### src/core/ocr_pkg.sv
package ocr_pkg;
  // bus geometry
  localparam int AXI_AW = 16;
  localparam int AXI_DW = 32;
  // printed offsets are not byte addresses (0x000C is a multiple of four, 0x1EFE is not)
  // so each offset is an index and the byte address is four times it
  localparam logic [15:0] IDX_MISC = 16'h000C;
  localparam logic [15:0] IDX_OPTS = 16'h1EFE;
  localparam logic [15:0] IDX_CTRL = 16'h0100;  // bootloader mode control: bit 0 reads boot mode, writing it zero leaves boot mode
  localparam logic [17:0] ADDR_MISC = {IDX_MISC, 2'b00};
  localparam logic [17:0] ADDR_OPTS = {IDX_OPTS, 2'b00};
  localparam logic [17:0] ADDR_CTRL = {IDX_CTRL, 2'b00};
  // options register fields
  localparam int OPT_FACTORY = 7;
  localparam int OPT_PROTECT = 6;
  localparam int OPT_HOLDSEL = 4;
  localparam int OPT_WDRST = 3;
  localparam int OPT_WDWAIT = 2;
  localparam logic [7:0] OPT_WMASK = 8'h7F;
  localparam logic [7:0] OPT_ERASED = 8'h00;
  // misc register fields
  localparam int MISC_POR = 7;
  localparam int MISC_WATCHDOG_ACTIVE_BIT = 0;
  // reset hold counts
  localparam int HOLD_SHORT_CYC = 16;
  localparam int HOLD_LONG_CYC = 4064;
  // response codes
  localparam logic [1:0] RESP_OKAY = 2'h0;
  localparam logic [1:0] RESP_SLVERR = 2'h2;
  localparam logic [1:0] RESP_DECERR = 2'h3;

  typedef struct packed {
    logic protect;
    logic hold_short;
    logic wd_after_reset;
    logic wd_in_wait;
  } ocr_opts_t;
endpackage : ocr_pkg

### src/core/ocr_nv_cell.sv
`timescale 1ns/10ps
// nonvolatile byte model: no reset input at all, so no reset can alter it
module ocr_nv_cell (
  input wire logic i_clk_sys,
  input wire logic i_wr,
  input wire logic [7:0] i_wdata,
  output logic [7:0] o_rdata
);
  import ocr_pkg::*;
  logic [7:0] cell_r = OPT_ERASED;  // power-up content of an erased cell

  // no reset branch on purpose
  always_ff @(posedge i_clk_sys) begin
    if (i_wr) begin
      cell_r <= i_wdata & OPT_WMASK;
    end
  end
  assign o_rdata = cell_r & OPT_WMASK;  // factory bit always reads zero
endmodule : ocr_nv_cell

### src/core/ocr_hold_timer.sv
`timescale 1ns/10ps
// holds the reset pin low after power-on for 16 or 4064 cycles
module ocr_hold_timer #(
  parameter int HOLD_LONG = ocr_pkg::HOLD_LONG_CYC
) (
  input wire logic i_clk_sys,
  input wire logic i_rstn,
  input wire logic i_por,
  input wire logic i_short,
  output logic o_hold
);
  import ocr_pkg::*;
  // refuse lengths the 16-bit counter cannot hold, checked at elaboration
  if (HOLD_LONG < HOLD_SHORT_CYC || HOLD_LONG > 65535) begin : g_bad_hold
    $error("hold length out of range");
  end
  logic [15:0] cnt_r;
  logic armed_r;
  logic [15:0] len_w;
  assign len_w = i_short ? 16'(HOLD_SHORT_CYC) : 16'(HOLD_LONG);

  // counter loads on the first clock after power-on release
  always_ff @(posedge i_clk_sys or negedge i_rstn) begin
    if (!i_rstn) begin
      cnt_r <= 16'h0000;
      armed_r <= 1'b0;
    end else if (i_por && !armed_r) begin
      cnt_r <= len_w - 16'h0001;
      armed_r <= 1'b1;
    end else if (cnt_r != 16'h0000) begin
      cnt_r <= cnt_r - 16'h0001;
    end
  end
  assign o_hold = (i_por && !armed_r) || (cnt_r != 16'h0000);
endmodule : ocr_hold_timer

### src/core/ocr_top.sv
// Our own choice: the AXI4-Lite interface to the registers.
`timescale 1ns/10ps
module ocr_top #(
  parameter int HOLD_LONG = ocr_pkg::HOLD_LONG_CYC
) (
  input wire logic i_clk_sys,
  input wire logic i_rstn,
  input wire logic i_por,                // power-on reset flavour of this reset
  input wire logic i_boot_mode,          // bootloader / bootstrap mode strap
  input wire logic i_wait_mode,          // core is in WAIT
  input wire logic i_eprom_wr_req,       // core wants to program main EPROM
  input wire logic [17:0] s_axi_awaddr,
  input wire logic s_axi_awvalid,
  output logic s_axi_awready,
  input wire logic [31:0] s_axi_wdata,
  input wire logic [3:0] s_axi_wstrb,
  input wire logic s_axi_wvalid,
  output logic s_axi_wready,
  output logic [1:0] s_axi_bresp,
  output logic s_axi_bvalid,
  input wire logic s_axi_bready,
  input wire logic [17:0] s_axi_araddr,
  input wire logic s_axi_arvalid,
  output logic s_axi_arready,
  output logic [31:0] s_axi_rdata,
  output logic [1:0] s_axi_rresp,
  output logic s_axi_rvalid,
  input wire logic s_axi_rready,
  output logic o_reset_pin_low,          // reset pin driven low
  output logic o_eprom_wr_ok,            // EPROM write allowed this cycle
  output logic o_wd_run,                 // watchdog counter runs
  output logic [7:0] o_opts              // live options byte
);
  import ocr_pkg::*;

  // write channel capture
  logic aw_have_r, w_have_r;
  logic [17:0] aw_addr_r;
  logic [31:0] w_data_r;
  logic [3:0] w_strb_r;
  logic [7:0] nv_q;
  logic por_flag_r, watchdog_active_bit_r, boot_r, started_r, hold_q;
  ocr_opts_t opt_w;

  assign s_axi_awready = !aw_have_r && !s_axi_bvalid;
  assign s_axi_wready = !w_have_r && !s_axi_bvalid;
  wire wr_go = aw_have_r && w_have_r && !s_axi_bvalid;
  wire wr_opts = wr_go && aw_addr_r == ADDR_OPTS;
  wire wr_misc = wr_go && aw_addr_r == ADDR_MISC;
  wire wr_ctrl = wr_go && aw_addr_r == ADDR_CTRL;
  wire wr_known = wr_opts || wr_misc || wr_ctrl;
  wire opt_allowed = boot_r && w_strb_r[0];
  wire nv_wr = wr_opts && opt_allowed;
  wire [7:0] nv_wdata = {1'b0, w_data_r[6:0]};

  // stored byte is the options register itself
  ocr_nv_cell u_nv (
    .i_clk_sys(i_clk_sys),
    .i_wr(nv_wr),
    .i_wdata(nv_wdata),
    .o_rdata(nv_q)
  );

  assign opt_w.protect = nv_q[OPT_PROTECT];
  assign opt_w.hold_short = nv_q[OPT_HOLDSEL];
  assign opt_w.wd_after_reset = nv_q[OPT_WDRST];
  assign opt_w.wd_in_wait = nv_q[OPT_WDWAIT];

  ocr_hold_timer #(.HOLD_LONG(HOLD_LONG)) u_hold (
    .i_clk_sys(i_clk_sys),
    .i_rstn(i_rstn),
    .i_por(i_por),
    .i_short(opt_w.hold_short),
    .o_hold(hold_q)
  );

  // capture address and data in either order
  always_ff @(posedge i_clk_sys or negedge i_rstn) begin
    if (!i_rstn) begin
      aw_have_r <= 1'b0;
      aw_addr_r <= 18'h00000;
    end else if (s_axi_awvalid && s_axi_awready) begin
      aw_have_r <= 1'b1;
      aw_addr_r <= s_axi_awaddr;
    end else if (wr_go) begin
      aw_have_r <= 1'b0;
    end
  end

  always_ff @(posedge i_clk_sys or negedge i_rstn) begin
    if (!i_rstn) begin
      w_have_r <= 1'b0;
      w_data_r <= 32'h00000000;
      w_strb_r <= 4'h0;
    end else if (s_axi_wvalid && s_axi_wready) begin
      w_have_r <= 1'b1;
      w_data_r <= s_axi_wdata;
      w_strb_r <= s_axi_wstrb;
    end else if (wr_go) begin
      w_have_r <= 1'b0;
    end
  end

  // write response: refused options write answers SLVERR
  always_ff @(posedge i_clk_sys or negedge i_rstn) begin
    if (!i_rstn) begin
      s_axi_bvalid <= 1'b0;
      s_axi_bresp <= RESP_OKAY;
    end else if (wr_go) begin
      s_axi_bvalid <= 1'b1;
      s_axi_bresp <= !wr_known ? RESP_DECERR :
                     (wr_opts && !opt_allowed) ? RESP_SLVERR : RESP_OKAY;
    end else if (s_axi_bready) begin
      s_axi_bvalid <= 1'b0;
    end
  end

  // boot mode strap caught after reset release, software may leave it
  always_ff @(posedge i_clk_sys or negedge i_rstn) begin
    if (!i_rstn) begin
      started_r <= 1'b0;
      boot_r <= 1'b0;
    end else if (!started_r) begin
      started_r <= 1'b1;
      boot_r <= i_boot_mode;
    end else if (wr_ctrl && w_strb_r[0] && !w_data_r[0]) begin
      boot_r <= 1'b0;  // one-way exit from bootloader mode
    end
  end

  // power-on flag set on por; software clears by writing zero, set wins
  always_ff @(posedge i_clk_sys or negedge i_rstn) begin
    if (!i_rstn) begin
      por_flag_r <= 1'b0;
    end else if (!started_r && i_por) begin
      por_flag_r <= 1'b1;
    end else if (wr_misc && w_strb_r[0] && !w_data_r[MISC_POR]) begin
      por_flag_r <= 1'b0;
    end
  end

  // watchdog enable loads from the option at reset release, not in bootstrap
  always_ff @(posedge i_clk_sys or negedge i_rstn) begin
    if (!i_rstn) begin
      watchdog_active_bit_r <= 1'b0;
    end else if (!started_r) begin
      watchdog_active_bit_r <= opt_w.wd_after_reset && !i_boot_mode;
    end else if (wr_misc && w_strb_r[0] && w_data_r[MISC_WATCHDOG_ACTIVE_BIT]) begin
      watchdog_active_bit_r <= 1'b1;  // software may start it, never stop it
    end
  end

  // read path, one cycle latency
  wire [7:0] misc_q = {por_flag_r, 6'h00, watchdog_active_bit_r};
  wire rd_ok = s_axi_araddr == ADDR_OPTS || s_axi_araddr == ADDR_MISC ||
               s_axi_araddr == ADDR_CTRL;
  wire [7:0] rd_byte = s_axi_araddr == ADDR_OPTS ? nv_q :
                       s_axi_araddr == ADDR_MISC ? misc_q :
                       s_axi_araddr == ADDR_CTRL ? {7'h00, boot_r} : 8'h00;
  assign s_axi_arready = !s_axi_rvalid;

  always_ff @(posedge i_clk_sys or negedge i_rstn) begin
    if (!i_rstn) begin
      s_axi_rvalid <= 1'b0;
      s_axi_rdata <= 32'h00000000;
      s_axi_rresp <= RESP_OKAY;
    end else if (s_axi_arvalid && s_axi_arready) begin
      s_axi_rvalid <= 1'b1;
      s_axi_rdata <= {24'h000000, rd_byte};
      s_axi_rresp <= rd_ok ? RESP_OKAY : RESP_DECERR;
    end else if (s_axi_rready) begin
      s_axi_rvalid <= 1'b0;
    end
  end

  // registered side outputs
  always_ff @(posedge i_clk_sys or negedge i_rstn) begin
    if (!i_rstn) begin
      o_reset_pin_low <= 1'b1;
      o_eprom_wr_ok <= 1'b0;
      o_wd_run <= 1'b0;
      o_opts <= 8'h00;
    end else begin
      o_reset_pin_low <= hold_q;
      o_eprom_wr_ok <= i_eprom_wr_req && !opt_w.protect;
      o_wd_run <= watchdog_active_bit_r && (!i_wait_mode || opt_w.wd_in_wait);
      o_opts <= nv_q;
    end
  end
endmodule : ocr_top

### config.mk
export PLATFORM = sky130hd
export DESIGN_NAME = ocr_top
export DESIGN_NICKNAME = d
export VERILOG_FILES = /design/src/core/ocr_pkg.sv /design/src/core/ocr_nv_cell.sv /design/src/core/ocr_hold_timer.sv /design/src/core/ocr_top.sv
export SDC_FILE = /design/constraint.sdc
export NUM_CORES = 1
export LEC_CHECK = 0
export BUFFER_PORTS_ARGS = -buffer_cell sky130_fd_sc_hd__buf_2
export CORE_MARGIN = 2
export CORE_UTILIZATION = 51
export CTS_BUF_LIST = sky130_fd_sc_hd__clkbuf_4
export DETAILED_ROUTE_END_ITERATION = 16
export PLACE_DENSITY = 0.83
export SYNTH_ARGS = -nofsm -noshare
export SYNTH_HDL_FRONTEND = slang
export SYNTH_SLANG_ARGS = --single-unit
### constraint.sdc
create_clock -name i_clk_sys -period 3.1 [get_ports i_clk_sys]
set_clock_uncertainty 0.1 [all_clocks]
set_input_delay 0 -clock i_clk_sys [delete_from_list [all_inputs] [get_ports i_clk_sys]]
set_output_delay 0 -clock i_clk_sys [all_outputs]
set_load 0.03 [all_outputs]
==> reports/summary.txt <==
Outcome - finished, final reports clean
Max Clk Rate - 0.397 GHz
Critical path's top delay family - buffers and inverters
Vias per inst - 5.19
Global-route wire length before repair - 12,800 µm
Critical path capture point - s_axi_rdata[7]$_DFFE_PN0P_
R2R cell count - 9
Fin. Hold Viols - 0
Fillcell total - 502
Clock Path Buffers - 2
Root buffer cell - clkbuf_4
FF-to-FF setup slack - 800 ps
Hpwl dp - 5100 µm
Synth Register Bits - 80
Tmin final - 2520 ps
Area contributors post-synth - dfrtp_1 51%, mux2_2 8.3%, edfxtp_1 6.0%
Post-CTS sizing - 0
Unique masters post-synth - 46
DR WL/cell - 14.9 µm
Critical path's most frequent cell - dlygate4sd3_1
Avg Cell Area, Syn - 11.3 µm²
Post-Syn Instances - 310
H-tree depth - 3
TritonRoute pass-1 iters - 4
Routability Congestion - 0.808
Async SR Flop Fraction - 91.3%
CP required - 3370 ps
Max-slew violations - 0
ANT nets after route - 0
Leak - 2.09 nW
Slew @ Worst Pin - 997 ps
Die footprint - 0.00757 mm²
Core area - 0.00672 mm²
CTS Sinks - 80
Largest net degree at the start of global routing - 50
Final #Nets - 521
Number of synthesized flops with an enable pin - 7
Max-cap violations - 0
Final WS setup - 578 ps
Pre-CTS setup slack - 853 ps
Num ports - 135
Vias - 2,711
Yosys warns - 0
Critical path class - in2reg
# rows - 30
DRT Wirelength - 7780 µm
Yosys top cell area share - 51.2%
Power Dens Cells - 685 mW/mm²
Critical Path, Cell by Cell - dlygate4sd3_1 -> buf_2 -> nor2_1 -> dlygate4sd3_1 -> nand3_1 -> dlygate4sd3_1 -> o21ai_0 -> dlygate4sd3_1
CP bufs+invs - 5
Max VDD drop - 604 µV
Global-route usage over all layers - 22.3%
Unrepaired setup endpoints after global routing - false
Initial antenna violation count - 0
Worst hold path type - in2reg
CP Capture Type - register
Worst reg2reg path endpoint - u_hold.cnt_r[14]$_DFFE_PN0P_
Reg clk slew, reported paths - 130 ps
Initial core utilization - 52.3%
Seq/Total Area, Yosys - 58.0%
Post-synth top area cell - dfrtp_1
Critical Path Max Stage Delay - 580 ps
Final Cycle Share - 81.3%
Share of cells above drive strength 1 - 30.1%
Area Overhead vs Synth - 26.8%
Worst-skew pair later-pin latency - 420 ps
Critical path fanouts, max - 4
WP depth - 8
CP startpoint - s_axi_araddr[10]
CTS tree - yes
Num CTS Buffers - 9
1st-iter DRT viols - 114
Pwr Total - 0.00305 W
Vias in the first global route - 2,738
PortBufs - 82
Antenna cells - 0
Slew margin rel. - 33.3%
Crit path arrival time - 2790 ps
Final setup violating endpoints - 0
Cell at the slowest stage of the critical path - dlygate4sd3_1
Worst setup SP type - input port
GR Overflow Total - 0
Die span in x - 87.0 µm
Die height - 87.0 µm
Drt drc - 0
Post-Synthesis Cell Area - 0.00352 mm²
Main synth FF type - dfrtp_1
Final setup TNS - 0 ps
Critical R2R Launch - u_hold.armed_r$_DFFE_PN0P_
## cell usage in the layout (no fill, tap or decap), drive strengths merged, types with 11 or more instances in the layout
cell,count
buf,84
mux2,26
a21oi,13
nand2,32
conb,26
dlygate4sd3,43
nor3,11
dfrtp,72
nor2,18
nand3,16
## state kept, by name, summed over array words and instances (netlist names), 2 cells and up
register	cells
o_opts	7
w_data_r	8
s_axi_bresp	2
s_axi_rdata	8
u_hold.cnt_r	16
aw_addr_r	18
u_nv.cell_r	7
## layout make-up
class | instances | area [µm²] | share of cell area (%)
clock buffers | 9 | 67.6 | 1.52
clock inverters | 7 | 62.6 | 1.40
inverters | 8 | 30.0 | 0.674
multi-input cells | 211 | 1300 | 29.2
flip-flops and latches | 80 | 2040 | 45.7
well taps | 80 | 100 | 2.25
repair buffers | 127 | 856 | 19.2
## cells by family (layout without fill, tap and decap cells)
group / Yosys count / in the layout / share of synthesized area [%]
mux: 27 / 27 / 8.61
buf+inv: 43 / 151 / 7.51
other cells: 2 / 26 / 0.214
fa+ha+maj: 1 / 1 / 0.356
xor+xnor: 9 / 9 / 2.24
compound gates: 35 / 35 / 6.23
flops: 80 / 80 / 58.0
simple gates: 113 / 113 / 16.9
## how the worst min path moves through the flow
stage / start / endpoint / cells past startpoint
2_1_floorplan: i_rstn / aw_addr_r[0]$_DFFE_PN0P_ / 0
3_3_place_gp: i_rstn / w_data_r[3]$_DFFE_PN0P_ / 1
3_5_place_dp: i_rstn / w_data_r[2]$_DFFE_PN0P_ / 1
4_1_cts: s_axi_araddr[5] / s_axi_rresp[0]$_DFFE_PN0P_ / 4
5_1_grt: s_axi_araddr[16] / s_axi_rdata[6]$_DFFE_PN0P_ / 5
6_report: s_axi_araddr[16] / s_axi_rdata[6]$_DFFE_PN0P_ / 5
## worst min-delay path: stages
cell	delay [ps]
buf_2	70
nor3_1	50
and4_1	260
nand3_1	110
nand2_1	50
## power breakdown
group | leakage (nW) | total [W] | internal, W | switching [W]
combinational | 1.09 | 0.000892 | 0.000419 | 0.000473
sequential | 0.936 | 0.00158 | 0.00136 | 0.000222
clock | 0.0668 | 0.000583 | 0.000238 | 0.000346
## routing by layer
| layer | track usage [%] | share of wire [%] | up-vias |
|---|---|---|---|
| met5 | 0 | 0 | - |
| met4 | 6.39 | 1.6 | 0 |
| met3 | 7.77 | 6.5 | 12 |
| met2 | 39.0 | 52 | 103 |
| met1 | 26.0 | 40 | 1315 |
| li1 | - | - | 1281 |
## stage by stage
step / std cells / utilization, % / cell area (µm²) / hold slack [ps]
6_report: 522 / 66.4 / 4460 / 49.6
2_1_floorplan: 334 / - / 3610 / -396
3_3_place_gp: 463 / 58.0 / 3900 / -91.7
5_1_grt: 522 / 66.4 / 4460 / 64.2
4_1_cts: 522 / 66.4 / 4460 / 38.5
3_5_place_dp: 463 / 58.0 / 3900 / -84.1
## synth_stat cells (3+ instances only)
cell and number:
and2_1 3, o21ai_0 9, xor2_1 4, nor2b_1 3
nand4_1 4, and3_1 4, mux2_2 26, edfxtp_1 7
clkbuf_1 7, inv_1 8, dfrtp_1 72, a21oi_1 13
o31ai_1 3, nor3_1 9, or2_2 3, xnor2_1 5
nor2_1 18, nand3_1 16, nor4_1 3, nand2_1 32
or4_1 4, buf_4 27
## repair_timing
item / in CTS / in global routing
endpoints found under the hold margin: 80 / 0
setup buffers: 0 / 0
hold buffers: 43 / 0
(Power assumes the default switching activity.)
